[config.mk]
export PLATFORM = sky130hd
export DESIGN_NAME = timer_channel_capture
export DESIGN_NICKNAME = d
export VERILOG_FILES = /design/src/pkg/tmr_pkg.sv /design/src/logic/prescale_gen.sv /design/src/logic/timer_channel_capture.sv
export SDC_FILE = /design/constraint.sdc
export NUM_CORES = 1
export LEC_CHECK = 0
export BUFFER_PORTS_ARGS = -buffer_cell sky130_fd_sc_hd__buf_2
export CAP_MARGIN = 5
export CORE_ASPECT_RATIO = 0.6
export CORE_UTILIZATION = 55
export CTS_BUF_LIST = sky130_fd_sc_hd__clkbuf_16
export DETAILED_ROUTE_END_ITERATION = 10
export PLACE_DENSITY = 0.81
export SYNTH_ARGS = -nofsm -noshare
export SYNTH_HDL_FRONTEND = slang
export SYNTH_SLANG_ARGS = --single-unit
[constraint.sdc]
create_clock -name mclk -period 3.2 [get_ports mclk]
set_input_delay 0.48 -clock mclk [delete_from_list [all_inputs] [get_ports mclk]]
set_output_delay 0.48 -clock mclk [all_outputs]
set_load 0.02 [all_outputs]
[src/pkg/tmr_pkg.sv]
// constants and types for one capture/compare timer channel
package tmr_pkg;
	localparam int unsigned DW = 16;
	localparam int unsigned AW = 8;
	// register offsets
	localparam logic [7:0] OFS_MODE = 8'h00;
	localparam logic [7:0] OFS_CTRL = 8'h04;
	localparam logic [7:0] OFS_STAT = 8'h08;
	localparam logic [7:0] OFS_CNT = 8'h0c;
	localparam logic [7:0] OFS_DATA = 8'h10;
	localparam logic [7:0] OFS_PRESC = 8'h14;
	localparam logic [7:0] OFS_IRQ = 8'h18;
	localparam logic [7:0] OFS_MASK = 8'h1c;
	// mode register fields
	localparam int unsigned M_CKS_HI = 15;
	localparam int unsigned M_CKS_LO = 14;
	localparam int unsigned M_CCS = 12;
	localparam int unsigned M_ROLE = 11;
	localparam int unsigned M_CIS_HI = 7;
	localparam int unsigned M_CIS_LO = 6;
	localparam int unsigned M_MD_HI = 3;
	localparam int unsigned M_MD_LO = 1;
	localparam int unsigned M_MD0 = 0;
	localparam logic [15:0] MODE_RESET = 16'h0000;
	localparam logic [15:0] MODE_RUN_WMASK = 16'h00c0;
	localparam logic [15:0] MODE_NOROLE_MASK = 16'hf7ff;
	// control, status and interrupt bits
	localparam int unsigned C_START = 0;
	localparam int unsigned C_STOP = 1;
	localparam int unsigned C_FILTER = 2;
	localparam int unsigned S_ENABLE = 0;
	localparam int unsigned S_FIRST = 1;
	localparam int unsigned I_CAPTURE = 0;
	localparam int unsigned I_START = 1;
	localparam int unsigned I_INTERVAL = 2;
	localparam int unsigned IRQ_W = 3;
	// prescaler select fields; bits 15,14,11,10 always read zero
	localparam int unsigned P_CK0_LO = 0;
	localparam int unsigned P_CK1_LO = 4;
	localparam int unsigned P_CK2_LO = 8;
	localparam int unsigned P_CK3_LO = 12;
	localparam logic [15:0] PRESC_WMASK = 16'h33ff;
	localparam logic [15:0] PRESC_RESET = 16'h0000;
	localparam logic [15:0] ZERO16 = 16'h0000;
	localparam logic [15:0] ONE16 = 16'h0001;
	// division exponents of the two extra prescaler outputs
	localparam logic [3:0] CK2_EXP [4] = '{4'h1, 4'h2, 4'h4, 4'h6};
	localparam logic [3:0] CK3_EXP [4] = '{4'h8, 4'ha, 4'hc, 4'he};

	typedef enum logic [2:0] {
		MD_INTERVAL = 3'h0,
		MD_CAPTURE = 3'h2,
		MD_EVENT = 3'h3,
		MD_ONECOUNT = 3'h4,
		MD_CAPONE = 3'h6
	} opmode_t;

	typedef enum logic [1:0] {
		EDGE_FALL = 2'h0,
		EDGE_RISE = 2'h1,
		EDGE_BOTH = 2'h2,
		EDGE_BOTH_ALT = 2'h3
	} edge_t;

	typedef enum logic [1:0] {
		CH_IDLE = 2'h0,
		CH_WAIT = 2'h1,
		CH_RUN = 2'h2
	} chan_st_t;

	typedef struct packed {
		logic wr;
		logic rd;
		logic [7:0] addr;
		logic [15:0] wdata;
	} bus_req_t;

	typedef struct packed {
		logic [15:0] mode;
		logic filterOn;
		chan_st_t st;
		logic [15:0] counter;
		logic [15:0] data;
		logic firstCap;
		logic [2:0] irqStat;
		logic [2:0] irqMask;
		logic [15:0] presc;
		logic sync1;
		logic sync2;
		logic fltA;
		logic fltB;
		logic prevLvl;
		logic [15:0] rdata;
	} chan_state_t;

	typedef struct packed {
		logic [15:0] cnt;
	} presc_state_t;
endpackage

[src/logic/prescale_gen.sv]
// divider that turns the system clock into one-cycle count enables
`timescale 1ns/1ps
`default_nettype none
module prescale_gen (
	// clock, reset, enable
	input wire logic mclk,
	input wire logic rst_b,
	input wire logic ce,
	// divider selects
	input wire logic [3:0] sel0,
	input wire logic [3:0] sel1,
	input wire logic [1:0] sel2,
	input wire logic [1:0] sel3,
	// enable pulses, one mclk period wide
	output logic [3:0] tick
);
	tmr_pkg::presc_state_t s;
	tmr_pkg::presc_state_t next_s;
	logic [15:0] tap;

	// tap k is high once in every 2^k cycles; a pulse, not a divided clock
	assign tap[0] = 1'b1;
	for (genvar k = 1; k < 16; k++)
	begin : g_tap
		assign tap[k] = &s.cnt[k-1:0];
	end

	always_comb
	begin
		next_s = s;
		if (ce)
			next_s.cnt = s.cnt + tmr_pkg::ONE16;
	end

	always_ff @(posedge mclk)
	begin
		if (!rst_b)
			s <= '0;
		else
			s <= next_s;
	end

	// gated with ce so a frozen block never sees a count enable
	assign tick[0] = ce & tap[sel0];
	assign tick[1] = ce & tap[sel1];
	assign tick[2] = ce & tap[tmr_pkg::CK2_EXP[sel2]];
	assign tick[3] = ce & tap[tmr_pkg::CK3_EXP[sel3]];
endmodule
`default_nettype wire

[src/logic/timer_channel_capture.sv]
// one timer channel: mode register, count enables, capture and interval modes
//
// Behaviour
// writing one to the start bit sets the enable status bit.
// after enabling, the counter holds its old value until a count enable.
// first count enable after start is the trigger; counter loads zero, counts up.
// with start-interrupt bit set, the start trigger raises the channel interrupt.
// each valid input edge copies the counter to the data register and interrupts.
// after each capture the counter restarts from zero and keeps counting.
// the first capture after start is meaningless; software discards it.
// noise filter on delays edge detection by two operation-clock cycles.
// software must not rewrite the mode register while enabled.
// mode bits seven and six stay writable while the channel runs.
// mode register is 16 bits, written whole, reset to zero.
// bit eleven is master, split, or fixed zero depending on channel.
// mode selects clocks, role, triggers, edge and operating mode.
// channels 1 and 3 may use the two extra prescaler outputs.
// prescaler selections are one-cycle enable pulses, not divided clocks.
// with undivided clock and zero data, software must not rely on interrupts.
// software writes zero to prescaler select bits 15, 14, 11, 10.
// in capture mode the counter increments by one per count enable.
//
// The implementer's own choices: the placing of the registers and the address-and-strobe port.
`timescale 1ns/1ps
`default_nettype none
module timer_channel_capture #(
	parameter int unsigned CHANNEL = 1
) (
	// clock, reset, enable
	input wire logic mclk,
	input wire logic rst_b,
	input wire logic ce,
	// register port
	input wire tmr_pkg::bus_req_t busReq,
	output logic [15:0] readData,
	// timer input pin
	input wire logic captureInputPin,
	// channel outputs
	output logic channelInterrupt,
	output logic channelEnableStatus
);
	tmr_pkg::chan_state_t s;
	tmr_pkg::chan_state_t next_s;
	logic [3:0] tick;
	logic [1:0] cks;
	logic opEn;
	logic lvl;
	logic rise;
	logic fall;
	logic validEdge;
	logic cntPulse;
	logic splitCapable;
	logic [15:0] modeWmask;
	logic wrMode;
	logic wrCtrl;
	tmr_pkg::opmode_t md;
	tmr_pkg::edge_t cis;
	logic [2:0] irqSet;
	logic [2:0] irqClr;

	// bit eleven exists only on some channels
	assign splitCapable = (CHANNEL == 1) || (CHANNEL == 3);
	assign modeWmask = (CHANNEL == 0 || CHANNEL == 5 || CHANNEL == 7)
		? tmr_pkg::MODE_NOROLE_MASK : 16'hffff;

	prescale_gen u_presc (
		.mclk(mclk),
		.rst_b(rst_b),
		.ce(ce),
		.sel0(s.presc[tmr_pkg::P_CK0_LO +: 4]),
		.sel1(s.presc[tmr_pkg::P_CK1_LO +: 4]),
		.sel2(s.presc[tmr_pkg::P_CK2_LO +: 2]),
		.sel3(s.presc[tmr_pkg::P_CK3_LO +: 2]),
		.tick(tick)
	);

	// operation clock choice; extra outputs fall back to the first on other channels
	always_comb
	begin
		cks = s.mode[tmr_pkg::M_CKS_HI:tmr_pkg::M_CKS_LO];
		case (cks)
			2'h0: opEn = tick[0];
			2'h2: opEn = tick[1];
			2'h1: opEn = splitCapable ? tick[2] : tick[0];
			2'h3: opEn = splitCapable ? tick[3] : tick[0];
			default: opEn = tick[0];
		endcase
	end

	// mode fields and edge detection on the filtered input level
	assign md = tmr_pkg::opmode_t'(s.mode[tmr_pkg::M_MD_HI:tmr_pkg::M_MD_LO]);
	assign cis = tmr_pkg::edge_t'(s.mode[tmr_pkg::M_CIS_HI:tmr_pkg::M_CIS_LO]);
	assign lvl = s.filterOn ? s.fltB : s.sync2;
	assign rise = lvl & ~s.prevLvl;
	assign fall = ~lvl & s.prevLvl;
	always_comb
	begin
		case (cis)
			tmr_pkg::EDGE_FALL: validEdge = ce & fall;
			tmr_pkg::EDGE_RISE: validEdge = ce & rise;
			default: validEdge = ce & (rise | fall);
		endcase
	end

	// event counter mode and the count-source bit make input edges the start trigger and the down-count pulse
	assign cntPulse = (s.mode[tmr_pkg::M_CCS] || md == tmr_pkg::MD_EVENT) ? validEdge : opEn;

	assign wrMode = busReq.wr && busReq.addr == tmr_pkg::OFS_MODE;
	assign wrCtrl = busReq.wr && busReq.addr == tmr_pkg::OFS_CTRL;
	assign irqClr = (busReq.wr && busReq.addr == tmr_pkg::OFS_IRQ) ? busReq.wdata[2:0] : 3'h0;

	// all channel state advances here
	always_comb
	begin
		next_s = s;
		irqSet = 3'h0;
		if (ce)
		begin
			// pin sync; the first flop feeds only the second
			next_s.sync1 = captureInputPin;
			next_s.sync2 = s.sync1;
			next_s.prevLvl = lvl;
			// two extra operation-clock stages when the filter is on
			if (opEn)
			begin
				next_s.fltA = s.sync2;
				next_s.fltB = s.fltA;
			end
			// full write only while stopped; edge select always writable
			if (wrMode)
			begin
				if (s.st == tmr_pkg::CH_IDLE)
					next_s.mode = busReq.wdata & modeWmask;
				else
					next_s.mode = (s.mode & ~tmr_pkg::MODE_RUN_WMASK)
						| (busReq.wdata & tmr_pkg::MODE_RUN_WMASK);
			end
			if (busReq.wr && busReq.addr == tmr_pkg::OFS_DATA)
				next_s.data = busReq.wdata;
			if (busReq.wr && busReq.addr == tmr_pkg::OFS_PRESC)
				next_s.presc = busReq.wdata & tmr_pkg::PRESC_WMASK;
			if (busReq.wr && busReq.addr == tmr_pkg::OFS_MASK)
				next_s.irqMask = busReq.wdata[2:0];
			if (wrCtrl)
				next_s.filterOn = busReq.wdata[tmr_pkg::C_FILTER];
			case (s.st)
				tmr_pkg::CH_IDLE:
				begin
					if (wrCtrl && busReq.wdata[tmr_pkg::C_START])
					begin
						next_s.st = tmr_pkg::CH_WAIT;
						next_s.firstCap = 1'b1;
					end
				end
				tmr_pkg::CH_WAIT:
				begin
					// counter keeps its old value until the trigger
					if (cntPulse)
					begin
						next_s.st = tmr_pkg::CH_RUN;
						if (md == tmr_pkg::MD_CAPTURE)
							next_s.counter = tmr_pkg::ZERO16;
						else
							next_s.counter = s.data;
						irqSet[tmr_pkg::I_START] = s.mode[tmr_pkg::M_MD0];
					end
				end
				tmr_pkg::CH_RUN:
				begin
					case (md)
						tmr_pkg::MD_CAPTURE:
						begin
							// a capture beats a count enable in the same cycle
							if (validEdge)
							begin
								next_s.data = s.counter;
								next_s.counter = tmr_pkg::ZERO16;
								next_s.firstCap = 1'b0;
								irqSet[tmr_pkg::I_CAPTURE] = 1'b1;
							end
							else if (opEn)
								next_s.counter = s.counter + tmr_pkg::ONE16;
						end
						tmr_pkg::MD_INTERVAL, tmr_pkg::MD_EVENT:
						begin
							// down counter reloads from data and interrupts at zero
							if (cntPulse)
							begin
								if (s.counter == tmr_pkg::ZERO16)
								begin
									next_s.counter = s.data;
									irqSet[tmr_pkg::I_INTERVAL] = 1'b1;
								end
								else
									next_s.counter = s.counter - tmr_pkg::ONE16;
							end
						end
						default:
						begin
							// one-count modes hold the counter in this channel
							next_s.counter = s.counter;
						end
					endcase
				end
				default:
					next_s.st = tmr_pkg::CH_IDLE;
			endcase
			// stop clears the enable; a start in the same write from idle sets only the first-capture flag
			if (wrCtrl && busReq.wdata[tmr_pkg::C_STOP])
				next_s.st = tmr_pkg::CH_IDLE;
			// sticky status, set wins over a write-one clear
			next_s.irqStat = (s.irqStat & ~irqClr) | irqSet;
			// read data lives only in the cycle after the strobe
			next_s.rdata = tmr_pkg::ZERO16;
			if (busReq.rd)
			begin
				case (busReq.addr)
					tmr_pkg::OFS_MODE: next_s.rdata = s.mode;
					tmr_pkg::OFS_CTRL: next_s.rdata = {13'h0, s.filterOn, 2'h0};
					tmr_pkg::OFS_STAT: next_s.rdata = {14'h0, s.firstCap,
						s.st != tmr_pkg::CH_IDLE};
					tmr_pkg::OFS_CNT: next_s.rdata = s.counter;
					tmr_pkg::OFS_DATA: next_s.rdata = s.data;
					tmr_pkg::OFS_PRESC: next_s.rdata = s.presc;
					tmr_pkg::OFS_IRQ: next_s.rdata = {13'h0, s.irqStat};
					tmr_pkg::OFS_MASK: next_s.rdata = {13'h0, s.irqMask};
					default: next_s.rdata = tmr_pkg::ZERO16;
				endcase
			end
		end
	end

	always_ff @(posedge mclk)
	begin
		if (!rst_b)
		begin
			s <= '0;
			s.mode <= tmr_pkg::MODE_RESET;
			s.presc <= tmr_pkg::PRESC_RESET;
		end
		else
			s <= next_s;
	end

	assign readData = s.rdata;
	assign channelEnableStatus = s.st != tmr_pkg::CH_IDLE;
	assign channelInterrupt = |(s.irqStat & s.irqMask);
endmodule
`default_nettype wire

==> metrics.md, run 1 <==
| Metric | Value |
|---|---|
| Post-route setup TNS | `0 ns` |
| Io pins | `48` |
| RR Endpoint | `s[74]$_SDFFE_PN0P_` |
| Stages on the worst setup path | `12` |
| Synth Warn # | `0` |
| CP top delay family | `compound AO/OA/AOI/OAI gates` |
| First-pass GRT wire length | `30.1 mm` |
| Critical path class | `reg2reg` |
| Critical-path top delay cell | `dfxtp_1` |
| Layout cells sized above 1 | `0.143` |
| Final setup fails | `0` |
| Slew Limit Fails | `0` |
| Post-layout nets | `850` |
| Top post-synthesis cells by area | `dfxtp_1, a21oi_1, nand2_1` |
| Post-DP HPWL | `14.0 mm` |
| Initial antenna violation count | `0` |
| Die area | `11700 um^2` |
| Fmax | `326 MHz` |
| Endpoint class of the critical path | `register` |
| Nature of the critical path startpoint | `register` |
| Largest net degree at the start of global routing | `43` |
| Final Cycle Share | `0.957` |
| Mapped Area | `6210 um^2` |
| Worst hold path depth | `3` |
| EDFF count, synth | `0` |
| All-Layer GR Usage | `0.325` |
| FF-to-FF Start | `s[78]$_SDFFE_PN0P_` |
| Placed Instances | `933` |
| Layout area overhead | `9.72%` |
| DIE HEIGHT | `84.3 um` |
| Failing checks | `DRC` |
| Crit-path cells | `mux2i_1, inv_1, ha_1, mux2_2, o211a_1, a21oi_1, o21ba_2, nor3_1, a2111oi_4, buf_4, clkbuf_16, a32o_1` |
| Worst slew margin | `0.436` |
| Reg-to-reg slack, setup | `0.14 ns` |
| Crit path required time | `3.45 ns` |
| Total congestion overflow | `0` |
| Final critical-path required period | `3.06 ns` |
| Slew @ Worst Pin | `0.845 ns` |
| Worst-Skew Late Latency | `0.36 ns` |
| Status | `finished, violations left` |
| Port Buffers | `47` |
| Register area share after synthesis | `0.342` |
| Worst vdd ir | `0.247 mV` |
| Power Density | `392 nW/um^2` |
| CTS H-tree depth | `3` |
| HP Class | `in2reg` |
| Rows | `29` |
| CP Buf/Inv Count | `3` |
| Drt wl/cell | `20.2 um` |
| Vias in the first global route | `5559` |
| Cts hold-fix bufs | `0` |
| Gpl congestion | `0.925` |
| Sinks on Clock Net | `106` |
| Initial Util | `0.576` |
| Cell leakage power | `2.49 nW` |
| Count of cell types in the netlist | `68` |
| Vias per inst | `6.81` |
| Cts bufs inserted | `9` |
| R2R cell count | `12` |
| Post-synth top area share | `0.342` |
| Hold Slack | `0.396 ns` |
| Critical Path Max Stage Delay | `0.38 ns` |
| Main synth FF type | `dfxtp_1` |
| Maximum fanout along the worst path | `16` |
| Non-Filler Instances | `951` |
| Clock buffer depth | `2` |
| DR vias | `6480` |
| Worst-path clk slew | `0.08 ns` |
| Syn Nets | `843` |
| Drt pass-1 iters | `10` |
| Setup crit end | `s[74]$_SDFFE_PN0P_` |
| Dominant cell type by area after synthesis | `dfxtp_1` |
| Register bit total from synthesis | `106` |
| Syn Area/Cell | `7.76 um^2` |
| Post-synth ARST share | `0` |
| Starting DRT DRC Count | `1034` |
| Die width | `139 um` |
| Root buf cell | `clkbuf_16` |
| Final core utilization | `0.632` |
| Final WL | `19.2 mm` |
| RSZ-0062 raised after global routing | `no` |
| Antenna viol nets, final | `0` |
| Skew final | `0.0103 ns` |
| Max-cap violation count | `0` |
| Core region area | `10800 um^2` |
| CP Launch Point | `s[78]$_SDFFE_PN0P_` |
| Drt drc | `6` |
| Final hold violations | `0` |
| Ant diodes | `0` |
| CTS tree | `done` |
| CP arrival | `3.31 ns` |
| Synth Instances | `800` |
[final cells by class]
cell class	instances	area, um^2
Clock inverter	7	80.1
Clock buffer	9	225
Inverter	23	86.3
Timing Repair Buffer	75	475
Tap cell	139	174
Multi-Input combinational cell	592	3650
Sequential cell	106	2120
Fill cell	908	3970
[metrics by stage]
step	area (um^2)	setup WS (ns)	power (W)
after floorplan	6210	0.289	0.00148
after global placement	6460	0.165	0.00155
after detailed placement	6460	0.0438	0.00156
after CTS	6770	0.0168	0.00267
after global routing	6810	0.0352	0.00273
final	6810	0.137	0.00267
[cells in the final DEF, fill, tap and decap left out, drive strengths merged, types with 15 or more instances in the layout]
cell and n:
xor2 15, o22ai 24, buf 74, dfxtp 106, nor3 15, inv 26, nor2b 15, nor2 74
nand2 98, mux2i 21, a21oi 87, nand3 37, o21ai 36, a22oi 25
[tightest hold or removal path, stage by stage]
cell and delay, ns:
buf_2 0.11, nand3_1 0.06, a21oi_1 0.05
[registers in the layout, indices dropped and copies added (netlist names)]
signal     flops
s             68
readData      16
u_presc.s     15
md             3
cis            2
cks            2
[cell families after synthesis]
kind of cell | after synthesis | share of synthesized area
mux | 25 | 0.0429
flops | 106 | 0.342
xor+xnor | 27 | 0.0381
compound gates | 243 | 0.264
simple gates | 284 | 0.212
fa+ha+maj | 13 | 0.0262
buf+inv | 102 | 0.0752
[per-layer routing]
layer  wire length (um)  GRT usage  vias to the layer above
met5                  0          0                        -
met4                377     0.0919                        0
met3               2860     0.0736                       41
met2               7730      0.465                      522
met1               8280      0.482                     3026
li1                   -          -                     2891
[repair_timing]
item                                    in CTS  in global routing
endpoints found under the setup margin       0                 16
resized for setup                            0                  2
setup buffers                                0                  1
[synthesized netlist by cell type (all sizes together) (4+ instances only)]
master,count
nor3b,4
xnor2,12
nand2,98
buf,28
a2111oi,5
and2,4
a21oi,87
or3,4
o21ai,36
a22oi,25
xor2,15
and3,6
o31ai,4
clkbuf,51
a221oi,4
nand3,37
a211oi,10
nor2,74
nor2b,15
ha,13
dfxtp,106
nand4,12
a222oi,8
inv,23
nor3,15
nor4,7
mux2i,21
a21boi,6
o211ai,5
o22ai,24
a32oi,4
[worst min-delay path by stage]
stage | startpoint | end
global route | busReq[11] | s[90]$_SDFFE_PN0P_
finish | busReq[11] | s[90]$_SDFFE_PN0P_
detailed placement | s[90]$_SDFFE_PN0P_ | s[90]$_SDFFE_PN0P_
global placement | s[89]$_SDFFE_PN0P_ | s[89]$_SDFFE_PN0P_
CTS | busReq[14] | cks[0]$_SDFFE_PN0P_
floorplan | s[89]$_SDFFE_PN0P_ | s[89]$_SDFFE_PN0P_
[where the power goes]
group	internal [W]	switching, W
combinational	0.0000676	0.000131
clock	0.000558	0.000575
sequential	0.00133	0.00000992
total	0.00195	0.000716
No activity file was read; power rests on OpenSTA's default activity.
==> inputs of run 2 (changes only) <==
--- a/config.mk
+++ b/config.mk
@@ -7,7 +7,7 @@
 export LEC_CHECK = 0
 export BUFFER_PORTS_ARGS = -buffer_cell sky130_fd_sc_hd__buf_2
 export CAP_MARGIN = 5
-export CORE_ASPECT_RATIO = 0.6
+export CORE_MARGIN = 1.5
 export CORE_UTILIZATION = 55
 export CTS_BUF_LIST = sky130_fd_sc_hd__clkbuf_16
 export DETAILED_ROUTE_END_ITERATION = 10
==> metrics.md, run 2 (same netlist as run 1, synthesis figures left out) <==
| Metric | Value |
|---|---|
| Status | `finished, final reports clean` |
| GR Layer Usage met2 | `0.498` |
| Worst slew margin | `0.521` |
| Post-layout nets | `849` |
| Port Buffers | `47` |
| # fillers | `940` |
| Largest net degree at the start of global routing | `56` |
| Pwr Total | `0.00270 W` |
| Skew final | `0.00962 ns` |
| HP Class | `in2reg` |
| Clock buffer depth | `2` |
| Multi-input logic area | `3660 um^2` |
| Largest register FFs | `68` |
| Max-cap violation count | `0` |
| GR peak layer | `met2` |
| Switching share of power | `0.253` |
| Starting DRT DRC Count | `830` |
| Layout cells sized above 1 | `0.147` |
| Maximum fanout along the worst path | `16` |
| Layout area overhead | `10.1%` |
| Worst-Skew Late Latency | `0.35 ns` |
| Rows | `38` |
| Initial antenna violation count | `0` |
| Worst hold path depth | `3` |
| Final hold violations | `0` |
| Power Density | `396 nW/um^2` |
| Critical path class | `reg2reg` |
| Cell leakage power | `2.50 nW` |
| Worst vdd ir | `0.372 mV` |
| Global Route met1 Usage | `0.415` |
| DR vias | `6290` |
| Hold Slack | `0.388 ns` |
| CP arrival | `3.28 ns` |
| Die width | `109 um` |
| Commonest non-fill, non-tap cells in the layout | `dfxtp_1, nand2_1, a21oi_1, nor2_1, buf_2` |
| First-pass GRT wire length | `29.3 mm` |
| Post-DP HPWL | `13.0 mm` |
| Internal power | `0.00202 W` |
| Fmax | `330 MHz` |
| Crit-path cells | `mux2i_2, inv_1, ha_1, mux2_2, o211a_1, a21oi_1, o21ba_2, nor3_2, a2111oi_4, buf_4, clkbuf_16, a32o_1` |
| Commonest non-fill, non-tap cell in the layout | `dfxtp_1` |
| Vias in the first global route | `5838` |
| Pre-CTS worst setup slack | `0.0732 ns` |
| FF-to-FF Start | `s[78]$_SDFFE_PN0P_` |
| Final setup fails | `0` |
| Core region area | `10900 um^2` |
| R2R cell count | `12` |
| Critical-path top delay cell | `dfxtp_1` |
| Vias per inst | `6.61` |
| Worst-path clk slew | `0.08 ns` |
| Nature of the critical path startpoint | `register` |
| Critical Path Max Stage Delay | `0.39 ns` |
| Switching pwr | `0.000685 W` |
| Sequential power share | `0.494` |
| Total congestion overflow | `0` |
| Antenna viol nets, final | `0` |
| Final WL | `18.9 mm` |
| Ant diodes | `0` |
| Final WS setup | `0.173 ns` |
| DIE HEIGHT | `109 um` |
| Reg-to-reg slack, setup | `0.17 ns` |
| Share of power burned in the clock network | `0.433` |
| Comb power frac | `0.074` |
| HP Start | `captureInputPin` |
| Cts bufs inserted | `9` |
| Placed Instances | `933` |
| Drt pass-1 iters | `6` |
| Cts hold-fix bufs | `0` |
| Initial Util | `0.568` |
| Root buf cell | `clkbuf_16` |
| All-Layer GR Usage | `0.316` |
| Slew Limit Fails | `0` |
| Gpl congestion | `0.954` |
| Final Cycle Share | `0.946` |
| Io pins | `48` |
| Biggest register | `s` |
| Final critical-path required period | `3.03 ns` |
| Sinks on Clock Net | `106` |
| Hold Crit Endpoint | `s[20]$_SDFFE_PN0P_` |
| Met3 Use GR | `0.0586` |
| Non-Filler Instances | `951` |
| Endpoint class of the critical path | `register` |
| Slew @ Worst Pin | `0.718 ns` |
| RR Endpoint | `s[74]$_SDFFE_PN0P_` |
| Drt drc | `0` |
| FF+latch area | `2120 um^2` |
| CTS H-tree depth | `3` |
| Die area | `11900 um^2` |
| CTS tree | `done` |
| Crit path required time | `3.45 ns` |
| Drt wl/cell | `19.9 um` |
| Final core utilization | `0.625` |
[run 2: changes by cell type in the layout (fill, tap and decap cells not counted), sizes merged]
cell,delta
bufinv,+1
inv,+2
clkinvlp,-1
buf,-1
clkinv,-2
[run 2: cell type report]
cell class              instances  share of cell area
inverters                      23              0.0126
repair buffers                 74              0.0703
clock buffers                   9              0.0330
multi-input cells             592               0.536
well taps                     140              0.0256
flip-flops and latches        106               0.311
clock inverters                 7              0.0121
[run 2: worst max-delay path by stage]
| stage | startpoint | to | cells after the start |
|---|---|---|---|
| 2_1_floorplan | u_presc.s[0]$_SDFFE_PN0P_ | s[72]$_SDFFE_PN0P_ | 12 |
| 3_3_place_gp | u_presc.s[1]$_SDFFE_PN0P_ | s[74]$_SDFFE_PN0P_ | 12 |
| 3_5_place_dp | u_presc.s[1]$_SDFFE_PN0P_ | s[74]$_SDFFE_PN0P_ | 12 |
| 4_1_cts | u_presc.s[1]$_SDFFE_PN0P_ | s[74]$_SDFFE_PN0P_ | 12 |
| 5_1_grt | u_presc.s[1]$_SDFFE_PN0P_ | s[76]$_SDFFE_PN0P_ | 12 |
| 6_report | s[78]$_SDFFE_PN0P_ | s[74]$_SDFFE_PN0P_ | 12 |
[run 2: per-stage QoR]
step	setup TNS [ns]	cell area, um^2
4_1_cts	0	6780
3_5_place_dp	0	6470
2_1_floorplan	0	6210
3_3_place_gp	0	6470
5_1_grt	-0.000715	6830
6_report	0	6830
[run 2: what timing repair did]
item                       4_1_cts  5_1_grt
resized for setup                0        6
setup endpoints to repair        0       30
setup buffers                    0        1
[run 2: critical path, delay by kind of cell (launching register included)]
kind	cells	cell delay (ns)
buffers and inverters	3	0.45
AO/OA/AOI/OAI	5	1.10
AND/OR/NAND/NOR	1	0.19
multiplexers	2	0.60
adder cells (fa/ha/maj)	1	0.19
flip-flops	1	0.39
[run 2: per-layer routing]
| metal | share of wire | up-vias |
|---|---|---|
| li1 | - | 2882 |
| met2 | 0.46 | 407 |
| met5 | 0 | - |
| met1 | 0.39 | 2923 |
| met3 | 0.10 | 78 |
| met4 | 0.044 | 0 |
[run 2: power by group through the flow]
stage	logic (W)	clock network, W	registers, W
6_report	0.000199	0.00117	0.00134
5_1_grt	0.000212	0.00123	0.00134
2_1_floorplan	0.000120	0	0.00136
3_5_place_dp	0.000189	0	0.00137
4_1_cts	0.000191	0.00118	0.00133
3_3_place_gp	0.000183	0	0.00136
